===== config.mk =====
export PLATFORM = sky130hd
export DESIGN_NAME = irc_top
export DESIGN_NICKNAME = d
export VERILOG_FILES = /design/src/verilog/irc_pkg.sv /design/src/verilog/irc_counter.sv /design/src/verilog/irc_pin_mux.sv /design/src/verilog/irc_top.sv
export VERILOG_INCLUDE_DIRS = /design/src /design/src/verilog
export SDC_FILE = /design/constraint.sdc
export NUM_CORES = 1
export LEC_CHECK = 0
export CAP_MARGIN = 25
export CORE_MARGIN = 2
export CORE_UTILIZATION = 55
export DETAILED_ROUTE_END_ITERATION = 6
export DONT_BUFFER_PORTS = 1
export PLACE_DENSITY = 0.75
export REMOVE_ABC_BUFFERS = 1
export SYNTH_ARGS = -nofsm -noshare
export SYNTH_HDL_FRONTEND = slang
export SYNTH_SLANG_ARGS = --single-unit

===== constraint.sdc =====
create_clock -name clk_i -period 3.7 [get_ports clk_i]
set_input_delay 0.555 -clock clk_i [delete_from_list [all_inputs] [get_ports clk_i]]
set_output_delay 0.555 -clock clk_i [all_outputs]
set_load 0.005 [all_outputs]

===== src/verilog/irc_map.svh =====
// Register offsets, field positions, reset values and counts of the carrier generator.
`ifndef IRC_MAP_SVH
`define IRC_MAP_SVH

`define IRC_IDX_RELOAD 10'h0cd
`define IRC_IDX_MODE 10'h0da
`define IRC_IDX_COUNT 10'h0db
`define IRC_IDX_DUTY 10'h0e8

`define IRC_ADDR_RELOAD {`IRC_IDX_RELOAD, 2'h0}
`define IRC_ADDR_MODE {`IRC_IDX_MODE, 2'h0}
`define IRC_ADDR_COUNT {`IRC_IDX_COUNT, 2'h0}
`define IRC_ADDR_DUTY {`IRC_IDX_DUTY, 2'h0}

`define IRC_BIT_OUTPUT_ENABLE 0
`define IRC_BIT_PIN_SELECT 1

`define IRC_RST_RELOAD 8'h00
`define IRC_RST_MODE 2'h0
`define IRC_RST_COUNT 8'h00
`define IRC_RST_DUTY 8'h00

`define IRC_COUNT_MAX 8'hff
`define IRC_COUNT_STEP 8'h01

`define IRC_RESP_OKAY 2'h0
`define IRC_RESP_SLVERR 2'h2

`endif


===== src/verilog/irc_pkg.sv =====
// Types shared by the carrier generator modules.
package irc_pkg;

  typedef logic [7:0] irc_byte_t;

  typedef enum logic [1:0] {
    IRC_PIN_GPIO,
    IRC_PIN_LOW,
    IRC_PIN_CARRIER
  } irc_pin_mode_t;

endpackage


===== src/verilog/irc_counter.sv =====
// Carrier counter with reload on overflow and duty compare phase.
`timescale 1ns/100ps
`include "irc_map.svh"
module irc_counter
  import irc_pkg::*;
(
  input wire logic clk_i,
  input wire logic rst_b_i,
  input wire logic run_i,
  input wire logic count_wr_i,
  input wire irc_byte_t count_wdata_i,
  input wire irc_byte_t reload_hold_i,
  input wire irc_byte_t duty_i,
  output irc_byte_t count_o,
  output logic carrier_o,
  output logic overflow_o
);

  irc_byte_t count;
  irc_byte_t next_count;
  logic high;
  logic next_high;
  logic run_q;
  logic overflow;

  always_comb begin
    // RL10 overflow detect.
    overflow = run_i && (count == `IRC_COUNT_MAX);
    next_count = count;
    next_high = high;
    // RL15 software preset count.
    if (count_wr_i) begin
      next_count = count_wdata_i;
    // RL11 automatic reload.
    end else if (overflow) begin
      next_count = reload_hold_i;
    // RL5 count up.
    end else if (run_i) begin
      next_count = count + `IRC_COUNT_STEP;
    end
    if (!run_i) begin
      next_high = 1'b0;
    // RL17 high after reload.
    end else if (!run_q || overflow) begin
      next_high = 1'b1;
    end
    // RL9 duty compare low.
    if (run_i && (next_count == duty_i)) begin
      next_high = 1'b0;
    end
  end

  // RL6 system clock only.
  always_ff @(posedge clk_i or negedge rst_b_i) begin
    if (!rst_b_i) begin
      count <= `IRC_RST_COUNT;
      high <= 1'b0;
      run_q <= 1'b0;
    end else begin
      count <= next_count;
      high <= next_high;
      run_q <= run_i;
    end
  end

  assign count_o = count;
  assign carrier_o = high;
  assign overflow_o = overflow;

endmodule // irc_counter


===== src/verilog/irc_pin_mux.sv =====
// Output pin selection between port control, forced low and carrier.
`timescale 1ns/100ps
module irc_pin_mux
  import irc_pkg::*;
(
  input wire irc_pin_mode_t mode_i,
  input wire logic power_down_i,
  input wire logic carrier_i,
  input wire logic gpio_out_i,
  input wire logic gpio_oe_i,
  output logic pin_o,
  output logic pin_oe_o
);

  always_comb begin
    pin_o = 1'b0;
    pin_oe_o = 1'b1;
    case (mode_i)
      // RL1 port keeps pin.
      IRC_PIN_GPIO: begin
        pin_o = gpio_out_i;
        pin_oe_o = gpio_oe_i;
      end
      // RL3 carrier emitted.
      IRC_PIN_CARRIER: begin
        // RL4 low in power-down.
        pin_o = carrier_i && !power_down_i;
      end
      // RL2 forced low.
      default: begin
        pin_o = 1'b0;
      end
    endcase
  end

endmodule // irc_pin_mux


===== src/verilog/irc_top.sv =====
// Infrared carrier generator with its AXI4-Lite register slave.
// How it works
// RL1: Pin-select clear leaves the pin under ordinary port control.
// RL2: Pin-select set with output enable clear drives the pin low.
// RL3: Carrier appears only with pin-select and output enable both set.
// RL4: In power-down the pin is held low whatever the counter does; the code does this only in carrier mode, not under port control.
// RL5: The timer is an 8-bit counter stepping by one each tick.
// RL6: The counter ticks on the system clock only, without prescaler.
// RL7: The timer raises no interrupt; its only effect is the pin.
// RL8: Once enabled, counting proceeds upward from the reload value.
// RL9: Count equal to duty value switches the output from high to low.
// RL10: Wrapping from 0xff to 0x00 ends the low phase.
// RL11: On overflow the reload value loads and the next cycle starts.
// RL12: Reload writes go to a buffer used only at the next overflow.
// RL13: High lasts duty minus reload ticks, low lasts 256 minus duty.
// RL14: Software derives reload as 256 minus period times clock rate.
// RL15: Software presets the count to the reload value before enabling.
// RL16: Software sets count, reload, duty, pin-select, then output enable.
// RL17: After each reload the output is high until the duty match.
`timescale 1ns/100ps
`include "irc_map.svh"
module irc_top
  import irc_pkg::*;
(
  input wire logic clk_i,
  input wire logic rst_b_i,
  input wire logic [11:0] s_axi_awaddr_i,
  input wire logic [2:0] s_axi_awprot_i,
  input wire logic s_axi_awvalid_i,
  output logic s_axi_awready_o,
  input wire logic [31:0] s_axi_wdata_i,
  input wire logic [3:0] s_axi_wstrb_i,
  input wire logic s_axi_wvalid_i,
  output logic s_axi_wready_o,
  output logic [1:0] s_axi_bresp_o,
  output logic s_axi_bvalid_o,
  input wire logic s_axi_bready_i,
  input wire logic [11:0] s_axi_araddr_i,
  input wire logic [2:0] s_axi_arprot_i,
  input wire logic s_axi_arvalid_i,
  output logic s_axi_arready_o,
  output logic [31:0] s_axi_rdata_o,
  output logic [1:0] s_axi_rresp_o,
  output logic s_axi_rvalid_o,
  input wire logic s_axi_rready_i,
  input wire logic power_down_i,
  input wire logic gpio_out_i,
  input wire logic gpio_oe_i,
  output logic carrier_output_pin_o,
  output logic carrier_output_pin_oe_o
);

  // Write channel state.
  logic aw_held;
  logic next_aw_held;
  logic [11:0] aw_addr;
  logic [11:0] next_aw_addr;
  logic w_held;
  logic next_w_held;
  logic [31:0] w_data;
  logic [31:0] next_w_data;
  logic [3:0] w_strb;
  logic [3:0] next_w_strb;
  logic bvalid;
  logic next_bvalid;
  logic [1:0] bresp;
  logic [1:0] next_bresp;
  logic do_write;
  logic wr_mapped;
  logic wr_low_lane;

  // Read channel state.
  logic rvalid;
  logic next_rvalid;
  logic [31:0] rdata;
  logic [31:0] next_rdata;
  logic [1:0] rresp;
  logic [1:0] next_rresp;

  // Register file state.
  logic [1:0] mode;
  logic [1:0] next_mode;
  irc_byte_t reload_hold;
  irc_byte_t next_reload_hold;
  irc_byte_t duty;
  irc_byte_t next_duty;
  logic count_wr;
  irc_byte_t count_value;
  logic wr_reload;
  logic wr_mode;
  logic wr_count;
  logic wr_duty;

  // Carrier path.
  irc_pin_mode_t pin_mode;
  logic carrier_run;
  logic carrier_level;

  function automatic logic addr_mapped(input logic [11:0] addr);
    logic hit;
    hit = 1'b0;
    if (addr == `IRC_ADDR_RELOAD) begin
      hit = 1'b1;
    end else if (addr == `IRC_ADDR_MODE) begin
      hit = 1'b1;
    end else if (addr == `IRC_ADDR_COUNT) begin
      hit = 1'b1;
    end else if (addr == `IRC_ADDR_DUTY) begin
      hit = 1'b1;
    end
    return hit;
  endfunction

  // Both handshakes are refused while a response waits, so a second write
  // cannot overrun the first one before the master has seen its answer.
  assign s_axi_awready_o = !aw_held && !bvalid;
  assign s_axi_wready_o = !w_held && !bvalid;
  assign do_write = aw_held && w_held && !bvalid;
  assign wr_mapped = addr_mapped(aw_addr);
  assign wr_low_lane = w_strb[0];

  always_comb begin
    next_aw_held = aw_held;
    next_aw_addr = aw_addr;
    next_w_held = w_held;
    next_w_data = w_data;
    next_w_strb = w_strb;
    next_bvalid = bvalid;
    next_bresp = bresp;
    if (s_axi_awvalid_i && s_axi_awready_o) begin
      next_aw_held = 1'b1;
      next_aw_addr = s_axi_awaddr_i;
    end
    if (s_axi_wvalid_i && s_axi_wready_o) begin
      next_w_held = 1'b1;
      next_w_data = s_axi_wdata_i;
      next_w_strb = s_axi_wstrb_i;
    end
    if (do_write) begin
      next_aw_held = 1'b0;
      next_w_held = 1'b0;
      next_bvalid = 1'b1;
      next_bresp = wr_mapped ? `IRC_RESP_OKAY : `IRC_RESP_SLVERR;
    end else if (bvalid && s_axi_bready_i) begin
      next_bvalid = 1'b0;
      next_bresp = `IRC_RESP_OKAY;
    end
  end

  always_ff @(posedge clk_i or negedge rst_b_i) begin
    if (!rst_b_i) begin
      aw_held <= 1'b0;
      aw_addr <= 12'h000;
      w_held <= 1'b0;
      w_data <= 32'h0000_0000;
      w_strb <= 4'h0;
      bvalid <= 1'b0;
      bresp <= `IRC_RESP_OKAY;
    end else begin
      aw_held <= next_aw_held;
      aw_addr <= next_aw_addr;
      w_held <= next_w_held;
      w_data <= next_w_data;
      w_strb <= next_w_strb;
      bvalid <= next_bvalid;
      bresp <= next_bresp;
    end
  end

  assign s_axi_bvalid_o = bvalid;
  assign s_axi_bresp_o = bresp;

  // Reads are answered one cycle after the address is taken.
  assign s_axi_arready_o = !rvalid;

  always_comb begin
    next_rvalid = rvalid;
    next_rdata = rdata;
    next_rresp = rresp;
    if (s_axi_arvalid_i && s_axi_arready_o) begin
      next_rvalid = 1'b1;
      next_rdata = 32'h0000_0000;
      next_rresp = `IRC_RESP_OKAY;
      if (s_axi_araddr_i == `IRC_ADDR_MODE) begin
        next_rdata = {30'h0000_0000, mode};
      end else if (s_axi_araddr_i == `IRC_ADDR_COUNT) begin
        next_rdata = {24'h00_0000, count_value};
      end else if (s_axi_araddr_i == `IRC_ADDR_RELOAD) begin
        // Write-only registers read back as zero.
        next_rdata = 32'h0000_0000;
      end else if (s_axi_araddr_i == `IRC_ADDR_DUTY) begin
        next_rdata = 32'h0000_0000;
      end else begin
        next_rresp = `IRC_RESP_SLVERR;
      end
    end else if (rvalid && s_axi_rready_i) begin
      next_rvalid = 1'b0;
      next_rdata = 32'h0000_0000;
      next_rresp = `IRC_RESP_OKAY;
    end
  end

  always_ff @(posedge clk_i or negedge rst_b_i) begin
    if (!rst_b_i) begin
      rvalid <= 1'b0;
      rdata <= 32'h0000_0000;
      rresp <= `IRC_RESP_OKAY;
    end else begin
      rvalid <= next_rvalid;
      rdata <= next_rdata;
      rresp <= next_rresp;
    end
  end

  assign s_axi_rvalid_o = rvalid;
  assign s_axi_rdata_o = rdata;
  assign s_axi_rresp_o = rresp;

  // Only the low byte lane carries register data; other lanes are ignored.
  // One strobe per register, so the register updates below stay independent
  // of the address comparison and cannot pick up a stale address.
  always_comb begin
    wr_reload = 1'b0;
    wr_mode = 1'b0;
    wr_count = 1'b0;
    wr_duty = 1'b0;
    if (aw_addr == `IRC_ADDR_RELOAD) begin
      wr_reload = do_write && wr_low_lane;
    end else if (aw_addr == `IRC_ADDR_MODE) begin
      wr_mode = do_write && wr_low_lane;
    end else if (aw_addr == `IRC_ADDR_COUNT) begin
      wr_count = do_write && wr_low_lane;
    end else if (aw_addr == `IRC_ADDR_DUTY) begin
      wr_duty = do_write && wr_low_lane;
    end
  end

  always_comb begin
    next_mode = mode;
    next_reload_hold = reload_hold;
    next_duty = duty;
    count_wr = wr_count;
    if (wr_mode) begin
      next_mode = w_data[1:0];
    end
    // RL12 buffered reload write.
    if (wr_reload) begin
      next_reload_hold = w_data[7:0];
    end
    if (wr_duty) begin
      next_duty = w_data[7:0];
    end
  end

  always_ff @(posedge clk_i or negedge rst_b_i) begin
    if (!rst_b_i) begin
      mode <= `IRC_RST_MODE;
      reload_hold <= `IRC_RST_RELOAD;
      duty <= `IRC_RST_DUTY;
    end else begin
      mode <= next_mode;
      reload_hold <= next_reload_hold;
      duty <= next_duty;
    end
  end

  always_comb begin
    // RL1 port control.
    if (!mode[`IRC_BIT_PIN_SELECT]) begin
      pin_mode = IRC_PIN_GPIO;
    // RL3 both bits set.
    end else if (mode[`IRC_BIT_OUTPUT_ENABLE]) begin
      pin_mode = IRC_PIN_CARRIER;
    // RL2 enable clear.
    end else begin
      pin_mode = IRC_PIN_LOW;
    end
  end

  // RL8 count from reload.
  // The counter stops with the oscillator in power-down and restarts from
  // wherever it stood, so software may preset it again after wake-up.
  assign carrier_run = mode[`IRC_BIT_OUTPUT_ENABLE] && !power_down_i;

  // RL13 phase lengths.
  // RL7 no interrupt source.
  irc_counter u_counter (
    .clk_i(clk_i),
    .rst_b_i(rst_b_i),
    .run_i(carrier_run),
    .count_wr_i(count_wr),
    .count_wdata_i(w_data[7:0]),
    .reload_hold_i(reload_hold),
    .duty_i(duty),
    .count_o(count_value),
    .carrier_o(carrier_level),
    .overflow_o()
  );

  irc_pin_mux u_pin_mux (
    .mode_i(pin_mode),
    .power_down_i(power_down_i),
    .carrier_i(carrier_level),
    .gpio_out_i(gpio_out_i),
    .gpio_oe_i(gpio_oe_i),
    .pin_o(carrier_output_pin_o),
    .pin_oe_o(carrier_output_pin_oe_o)
  );

endmodule // irc_top

Word-level counts from Yosys, hierarchy flattened

Cells that the tools add are included.
W data, S select, Z words.

Add/sub/neg operators: 1
Multiply operators: 0
Divide/modulo/power cells: 0
Magnitude comparators: 0
Equal/unequal tests: 12
Shifts and indexed selects: 0
Muxes and demuxes: 45
Bitwise gates (word level): 0
Reduce and logical (&&, ||, !) cells: 26

Operators with widths:

| cell                   | number |
|---|---|
| $eq A12 B10 Y1 const B | 8 |
| $mux W32               | 2 |
| $mux W8                | 5 |
| $mux W1                | 26 |
| $mux W2                | 11 |
| $logic_and A1 B1 Y1    | 14 |
| $add A8 B1 Y8 const B  | 1 |
| $eq A8 B8 Y1           | 1 |
| $eq A8 B8 Y1 const B   | 1 |
| $reduce_bool A2 Y1     | 4 |
| $logic_not A1 Y1       | 6 |
| $ne A3 B3 Y1 const B   | 1 |
| $eq A2 B2 Y1 const B   | 1 |
| $logic_not A2 Y1       | 1 |
| $pmux W1 S2            | 1 |
| $logic_or A1 B1 Y1     | 1 |

Flip-flop bits (word level): 89
Bits in latches: 0
RAM bits: 0
ROM bits: 0
Input bits: 76
Output and inout bits: 43
Memories kept: 0

Logic depth before layout (Yosys ltp)

Gate-level depths: netlist of the first run.

Word-level depth: 10
Depth in mapped cells: 9
Gate-level depth less buffers: 8

Hierarchy

A second synthesis of the first run with hierarchy kept.

Cells, all modules: 300
Area total of the unflattened synthesis: 3394.5 µm²

Modules (own cells, without submodules):

| module      | times used | cells an instance | area an instance (µm²) | sequential area each (µm²) |
|---|---|---|---|---|
| irc_top     | 1          | 191               | 2452.4                 | 1326.3 |
| irc_counter | 1          | 105               | 917.1                  | 250.2 |
| irc_pin_mux | 1          | 4                 | 25.0                   | 0.0 |

Worst setup path before layout of the first run

OpenSTA, ideal clock, no wires.

Kind: input-to-reg
From: in power_down_i
To: reg u_counter.high (netlist: u_counter.carrier_o)
Setup time: 0.124 ns
Arrival: 1.920 ns
Data required time: 3.576 ns
Slack: 1.656 ns
Cell stages on the path: 9
Cells stage by stage: nand2b_1 buf_2 inv_2 a41oi_1 a311oi_1 mux2_2 xnor2_1 o211ai_1 o31a_1

Word-level cells in the longest chain between the ends: 8
Elaborated cells between the ends (all ways): 12
Those cells by class: eq/ne: 2; mux: 5; reduce/logical: 5

RTL lines:

| item                                                     | line                                 | RTL |
|---|---|---|
| start: declaration                                       | irc_top.sv:46                        | `input wire logic power_down_i,` |
| $logic_not A1 Y1 (*)                                     | irc_top.sv:283                       | `` assign carrier_run = mode[`IRC_BIT_OUTPUT_ENABLE] && !power_down_i; `` |
| $logic_and A1 B1 Y1 (*)                                  | irc_top.sv:283                       |  |
| via carrier_run                                          | irc_top.sv:96                        | `logic carrier_run;` |
| $mux W8 or $logic_and A1 B1 Y1 (tied branches)           | irc_counter.sv:38, irc_counter.sv:28 |  |
| $mux W8 (*)                                              | irc_counter.sv:35                    | `end else if (overflow) begin` |
| $mux W8 (*)                                              | irc_counter.sv:32                    | `if (count_wr_i) begin` |
| via u_counter.next_count[5]                              | irc_counter.sv:20                    | `irc_byte_t next_count;` |
| $eq A8 B8 Y1 (*)                                         | irc_counter.sv:48                    | `if (run_i && (next_count == duty_i)) begin` |
| $logic_and A1 B1 Y1 (*)                                  | irc_counter.sv:48                    |  |
| $ne A3 B3 Y1 (no source line) or $mux W1 (tied branches) | -                                    |  |
| end signal: assignment                                   | irc_counter.sv:61                    | `high <= next_high;` |
| end: declaration                                         | irc_counter.sv:21                    | `logic high;` |

The timed path passes the listed nets; every way through them passes the cells marked *.
A chain may end at the register's enable or synchronous reset.

Worst setup path in the final report of the first run

From: reg u_counter.count[0] (netlist: u_counter.count_o[0])
To: reg u_counter.high (netlist: u_counter.carrier_o)

Word-level cells in the longest chain between the ends: 7
Elaborated cells between the ends (all ways): 11
Those cells by class: add/sub: 1; eq/ne: 3; mux: 4; reduce/logical: 3

RTL lines:

| item                                                           | line                                 | RTL |
|---|---|---|
| start: declaration                                             | irc_counter.sv:19                    | `irc_byte_t count;` |
| start signal: assignment                                       | irc_counter.sv:56                    | `` count <= `IRC_RST_COUNT; `` |
| start signal: assignment                                       | irc_counter.sv:60                    | `count <= next_count;` |
| $add A8 B1 Y8 (no source line) or $eq A8 B8 Y1 (tied branches) | -                                    |  |
| $mux W8 or $logic_and A1 B1 Y1 (tied branches)                 | irc_counter.sv:38, irc_counter.sv:28 |  |
| $mux W8                                                        | irc_counter.sv:35                    |  |
| $mux W8                                                        | irc_counter.sv:32                    |  |
| $eq A8 B8 Y1                                                   | irc_counter.sv:48                    |  |
| $logic_and A1 B1 Y1                                            | irc_counter.sv:48                    |  |
| $ne A3 B3 Y1 (no source line) or $mux W1 (tied branches)       | -                                    |  |

Several ways; a longest one is shown, not always the timed one.

==> results of run 1 <==
==> final cells by class <==
cell class	count	area share
clock buffer	9	0.03541
timing repair buffer	1	0.007868
sequential	63	0.4506
clock inverter	7	0.02790
inverter	9	0.009657
multi-input combinational	215	0.4417
tap	75	0.02682
==> cell usage after synthesis, drive strengths merged (5+ instances only) <==
cell   instances
inv            9
buf           30
mux2i          5
mux2          39
xor2           5
o21ai         17
nand2         22
a21oi         10
a22o           6
dfrtp         63
nor2          15
nand3         10
==> layer usage <==
| layer | vias up | part of all wire |
|---|---|---|
| li1 | 1019 | - |
| met2 | 103 | 0.47 |
| met4 | 0 | 0.020 |
| met3 | 13 | 0.076 |
| met5 | - | 0 |
| met1 | 1050 | 0.43 |
==> per-stage QoR <==
step / std cells / util / area (um^2) / power [mW] / hold WS, ns
3_5_place_dp: 362 / 0.5554 / 3249 / 1.377 / 0.2613
5_1_grt: 379 / 0.5979 / 3498 / 2.174 / 0.07804
6_report: 379 / 0.5979 / 3498 / 2.040 / 0.05155
4_1_cts: 379 / 0.5979 / 3498 / 2.062 / 0.06896
3_3_place_gp: 362 / 0.5554 / 3249 / 1.352 / 0.2616
2_1_floorplan: 287 / - / 3156 / 1.283 / 0.2594
==> critical path, stage by stage, from the launching register on <==
cell and delay (ns):
dfrtp_1 0.46, ha_1 0.26, nand4_1 0.20, o311ai_0 0.33, o21ai_0 0.23, xnor2_1 0.20
o32ai_1 0.28, mux2i_1 0.17, o31a_1 0.30
==> cell families (layout without fill, tap and decap cells) <==
family                     Yosys count  after routing  share of synthesized area
and+or+nand+nor                     80             80                     0.1550
DFF                                 63             63                     0.4798
AOI/OAI and AO/OA                   55             55                     0.1089
muxes                               44             44                     0.1489
buffers and inverters               40             26                    0.07844
xor gates and xnor gates             9              9                    0.02399
adders and majority gates            1              1                   0.003807
other                                1             26                   0.001141
==> report_power, final <==
part	switching (mW)	internal [mW]
logic	0.168	0.202
clock network	0.281	0.379
registers	0.173	0.836
total	0.622	1.42
==> worst min path at each step <==
stage            start               end  depth (start not counted)  slack [ns]
4_1_cts        rst_b_i  s_axi_rdata_o[6]                          1        0.07
6_report       rst_b_i  s_axi_rdata_o[6]                          1        0.05
2_1_floorplan  rst_b_i        aw_addr[0]                          0        0.26
3_5_place_dp   rst_b_i    reload_hold[7]                          0        0.26
3_3_place_gp   rst_b_i  s_axi_rdata_o[7]                          0        0.26
5_1_grt        rst_b_i  s_axi_rdata_o[6]                          1        0.08
==> layout by cell type, fill, tap and decap left out, types with 4 or more instances in the layout <==
cell type  count
clkbuf_8       9
inv_1          8
nand3_1        9
nand2_1       22
a22o_1         6
mux2_2        39
xor2_1         5
xnor2_1        4
dfrtp_1       63
mux2i_1        5
nor2_1        14
conb_1        26
a21oi_1       10
o21ai_0       16
==> what timing repair did <==
action | CTS | global route
endpoints found under the hold margin | 63 | 0
gates resized for setup | 0 | 0
buffers inserted | 0 | 0
hold buffers | 1 | 0
==> flip-flops by register name (all words and copies together), names as in the netlist, 2 cells and up <==
register and cells:
aw_addr 12, duty 8, mode 2, reload_hold 8
s_axi_rdata_o 8, u_counter.count_o 8, w_data 8
==> metrics.md, run 1 <==
| Metric | Value |
|---|---|
| Status | `complete, no violations` |
| Setup TNS | `0 ns` |
| Crit Path Class | `reg -> reg` |
| Reg2Reg Depth | `8` |
| DRT iter0 DRCs | `158` |
| CTS Root Cell | `clkbuf_8` |
| Register area | `1577 um^2` |
| Vias per cell | `5.765` |
| Number of global-route vias before repair | `2,155` |
| Tmin final | `2.524 ns` |
| Synth top area cells | `dfrtp_1 48%, mux2_2 13%, buf_4 5.9%` |
| RSZ-0062 raised after global routing | `no` |
| Drt first pass iters | `4` |
| Total gr overflow | `0` |
| Num CTS Buffers | `9` |
| Met1 Use GR | `0.2693` |
| R2r setup slk | `1.18 ns` |
| Routed vias | `2,185` |
| Post-Syn Area per Cell | `11.21 um^2` |
| Gate Count Post-Synth | `293` |
| Worst Setup SP | `u_counter.count_o[0]` |
| Tcrit/Tclk final | `0.6821` |
| Routed len/inst | `16.55 um` |
| Total GRT Usage | `0.2121` |
| Initial antenna violation count | `0` |
| IO Port Bufs | `0` |
| TritonCTS clock tree | `yes` |
| LEAKAGE | `1.542 nW` |
| CP arrival | `2.77 ns` |
| Crit path to | `u_counter.carrier_o` |
| Final Hold Vio Count | `0` |
| Post-synth EDFFs | `0` |
| Sequential area share after synthesis | `0.4798` |
| Slew Limit Fails | `0` |
| R2r endpoint | `u_counter.carrier_o` |
| Met2 usage | `0.3262` |
| Die width | `81.29 um` |
| Drt drc | `0` |
| Max-Cap Viols | `0` |
| Async SR Flop Fraction | `1.000` |
| Setup violators final | `0` |
| Post-DRT Antenna Nets | `0` |
| Worst reg2reg path startpoint | `u_counter.count_o[0]` |
| Hold crit path type | `in -> async` |
| Count of cell types in the netlist | `59` |
| Peak Freq | `396.2 MHz` |
| Die area | `6608 um^2` |
| Pwr dens | `583.0 nW/um^2` |
| Largest net degree at the start of global routing | `64` |
| Worst-path maximum fanout | `7` |
| Post-synth top area share | `0.4798` |
| Multi-input logic area | `1545 um^2` |
| Depth of the CTS H-tree | `3` |
| Largest vdd supply drop | `0.4391 mV` |
| CP Capture Type | `flop` |
| Clock tree buffer depth | `2` |
| Site Rows | `28` |
| Initial Util | `0.5616` |
| Chip Height | `81.29 um` |
| Area grow syn2layout | `6.474%` |
| Busiest grt layer | `met2` |
| Synth warn | `0` |
| Met3 Usage GRT | `0.07444` |
| CORE AREA | `5851 um^2` |
| Ant. Diodes | `0` |
| Clock transition at the registers of the reported paths | `0.08 ns` |
| I/O pins | `119` |
| Top FF cell, synth | `dfrtp_1` |
| Critical Path Source Type | `flop` |
| Worst-Margin Slew | `0.9418 ns` |
| Mapped cell area | `3286 um^2` |
| Layout Nets | `376` |
| Area leader, netlist | `dfrtp_1` |
| Num Clock Sinks | `63` |
| Worst skew pair latency | `0.36 ns` |
| Worst setup slack after layout | `1.176 ns` |
| Pre-CTS setup slack | `1.298 ns` |
| Fillers | `499` |
| First-pass GRT wire length | `10.32 mm` |
| Final GP Congestion | `0.8263` |
| Share of cells above drive strength 1 | `0.2303` |
| Crit path required time | `3.95 ns` |
| Clock Skew | `0.01027 ns` |
| Slew HR | `0.3708` |
| HPWL Detailed | `4.495 mm` |
| DRT Wirelength | `6.274 mm` |
| Yosys reg bits | `63` |
(Power assumes the default switching activity.)
==> inputs of run 2 (changes only) <==
--- a/config.mk
+++ b/config.mk
@@ -6,6 +6,7 @@
 export SDC_FILE = /design/constraint.sdc
 export NUM_CORES = 1
 export LEC_CHECK = 0
+export ABC_AREA = 1
 export CAP_MARGIN = 25
 export CORE_MARGIN = 2
 export CORE_UTILIZATION = 55
==> constraint.sdc (replaced) <==
create_clock -name clk_i -period 2.5 [get_ports clk_i]
set_input_delay 0.375 -clock clk_i [delete_from_list [all_inputs] [get_ports clk_i]]
set_output_delay 0.375 -clock clk_i [all_outputs]
set_load 0.005 [all_outputs]
==> run 2 against run 1 <==
Register-to-register slack lost 0.49 ns. Sequential power increased by 33%. Routed wire length is 2.1% higher. Final cell count grew 38%. Maximum frequency increased by 39%. Total power is 37% higher. Final area grew 3.2%. Core utilization rose by 0.84 points. Largest power group unchanged.
==> metrics.md, run 2 <==
| Metric | Value |
|---|---|
| Clock tree buffer depth | `2` |
| Worst hold start | `power_down_i` |
| Vias per cell | `5.075` |
| Setup TNS | `0 ns` |
| IO Port Bufs | `0` |
| Hold crit path type | `in -> reg` |
| I/O pins | `119` |
| Max-Cap Viols | `0` |
| CP arrival | `2.04 ns` |
| Biggest register | `aw_addr` |
| TritonCTS clock tree | `yes` |
| RSZ-0062 raised after global routing | `no` |
| HPWL Detailed | `4.722 mm` |
| Worst reg2reg path startpoint | `u_counter.count_o[1]` |
| Area grow syn2layout | `6.103%` |
| Number of global-route vias before repair | `2,296` |
| CTS Root Cell | `clkbuf_8` |
| Met1 Use GR | `0.2495` |
| Met2 usage | `0.3161` |
| Drt first pass iters | `4` |
| DRT Wirelength | `6.406 mm` |
| CORE AREA | `5956 um^2` |
| Tmin final | `1.816 ns` |
| Largest vdd supply drop | `0.6196 mV` |
| Synth warn | `0` |
| Crit path required time | `2.72 ns` |
| Post-Syn Area per Cell | `7.842 um^2` |
| Total GRT Usage | `0.1983` |
| Fillers | `541` |
| Initial Util | `0.5714` |
| Initial antenna violation count | `0` |
| Num CTS Buffers | `9` |
| Crit Path Class | `reg -> reg` |
| Critical Path Source Type | `flop` |
| Share of cells above drive strength 1 | `0.1071` |
| Ant. Diodes | `0` |
| Met3 Usage GRT | `0.04239` |
| Post-synth top area share | `0.4632` |
| Site Rows | `28` |
| Gate Count Post-Synth | `434` |
| Clock transition at the registers of the reported paths | `0.07 ns` |
| Mapped cell area | `3403 um^2` |
| Largest net degree at the start of global routing | `64` |
| Chip Height | `82.66 um` |
| Worst-Margin Slew | `0.6572 ns` |
| Count of cell types in the netlist | `37` |
| Worst Setup SP | `u_counter.count_o[1]` |
| Setup violators final | `0` |
| Area leader, netlist | `dfrtp_1` |
| Setup Fix Bufs, Post-CTS | `0` |
| Dominant cell by count in the synthesized netlist | `nand2_1` |
| Top FF cell, synth | `dfrtp_1` |
| Total gr overflow | `0` |
| Total Power | `2.796 mW` |
| CP Capture Type | `flop` |
| Routed vias | `2,654` |
| Post-DRT Antenna Nets | `0` |
| Commonest non-fill, non-tap cells in the layout | `116 x nand2_1, 63 x dfrtp_1, 55 x inv_1` |
| Worst skew pair latency | `0.33 ns` |
| Routed len/inst | `12.25 um` |
| Num Clock Sinks | `63` |
| Most common cell after layout, fill and taps aside | `nand2_1` |
| Async SR Flop Fraction | `1.000` |
| Die area | `6833 um^2` |
| Tcrit/Tclk final | `0.7266` |
| Drt drc | `0` |
| Slew Limit Fails | `0` |
| Max FFs per register | `12` |
| Worst-path maximum fanout | `4` |
| Busiest grt layer | `met2` |
| Die width | `82.66 um` |
| Pwr dens | `774.4 nW/um^2` |
| Commonest cells post-synth | `116 x nand2_1, 63 x dfrtp_1, 55 x inv_1` |
| Synth top area cells | `dfrtp_1 46%, nand2_1 13%, inv_1 6.1%` |
| Final Hold Vio Count | `0` |
| Post-synth EDFFs | `0` |
| LEAKAGE | `1.880 nW` |
| Peak Freq | `550.5 MHz` |
| Final GP Congestion | `0.8698` |
| Layout Nets | `520` |
| Yosys reg bits | `63` |
| Core Util, Final | `0.6063` |
| DRT iter0 DRCs | `147` |
| Status | `complete, no violations` |
| Slew HR | `0.5608` |
| Depth of the CTS H-tree | `3` |
| Clock Skew | `0.01048 ns` |
| First-pass GRT wire length | `10.13 mm` |
| Sequential area share after synthesis | `0.4632` |
[run 2: cell types whose count changed in the layout (fill, tap and decap cells not counted), moves of 5 or more]
cell     delta
o21ai_2     +7
mux2i_1     -5
nand2_1    +94
nor2_1     +22
inv_1      +47
a21oi_1     +9
o21ai_0     +6
xor2_1      -5
nand3_1    +25
nand4_1     +5
mux2_2     -36
a22o_1      -6
[run 2: final timing paths]
path,to,slack [ns],cells after the start
worst max-delay path,u_counter.carrier_o,0.68,14
min in group asynchronous,aw_addr[7],0.56,2
max in group asynchronous,u_counter.count_o[5],1.66,2
worst min register to register,reload_hold[0],0.49,2
worst max register to register,u_counter.carrier_o,0.68,14
worst min-delay path,u_counter.run_q,0.13,1
[run 2: logic make-up (layout without fill, tap and decap cells)]
group	count (synthesis)	in the layout	share of synthesized area
compound gates	55	55	0.09339
fa+ha+maj	1	1	0.003676
buf+inv	92	81	0.1346
flops	63	63	0.4632
mux	3	3	0.009926
other cells	1	26	0.001102
simple gates	219	219	0.2941
[run 2: through the flow]
step / instance area [um^2] / worst slack [ns] / cells / hold slack (ns)
3_5_place_dp: 3383 / 0.6904 / 505 / 0.08062
3_3_place_gp: 3383 / 0.7050 / 505 / 0.08065
5_1_grt: 3611 / 0.4880 / 523 / 0.1097
4_1_cts: 3611 / 0.6600 / 523 / 0.1067
2_1_floorplan: 3274 / 0.8684 / 428 / 0.07941
6_report: 3611 / 0.6836 / 523 / 0.1259
[run 2: critical path: stages (launching register included)]
cell	delay [ns]
dfrtp_1	0.42
ha_1	0.20
nand2_1	0.13
inv_1	0.15
nand3_1	0.10
nand2_1	0.07
nand2_1	0.05
nand2_1	0.08
nand2_1	0.07
nand2_1	0.06
nand2_1	0.05
inv_1	0.04
nand3_1	0.08
nor2_1	0.13
a21oi_1	0.08
[run 2: layout make-up]
| class | instances | area (um^2) | area share |
|---|---|---|---|
| Inverter | 61 | 235.2 | 0.06514 |
| Clock buffer | 12 | 145.1 | 0.04019 |
| Multi-Input combinational cell | 304 | 1463 | 0.4051 |
| Sequential cell | 63 | 1577 | 0.4366 |
| Timing Repair Buffer | 4 | 52.55 | 0.01455 |
| Tap cell | 75 | 93.84 | 0.02599 |
| Clock inverter | 4 | 45.04 | 0.01247 |
[run 2: report_power, final]
part	internal (mW)	switching [mW]	leakage (nW)
Clock	0.483	0.375	0.100
Sequential	1.22	0.116	0.799
Combinational	0.182	0.421	0.980
[run 2: routing by layer]
layer / vias up / share of wire
met1: 1186 / 0.45
met4: 0 / 0.023
li1: 1348 / -
met2: 108 / 0.45
met3: 12 / 0.070
met5: - / 0
[run 2: what timing repair did]
action / CTS / global route
hold endpoints to repair: 63 / 0
hold buffers: 2 / 0
gates resized for setup: 0 / 0
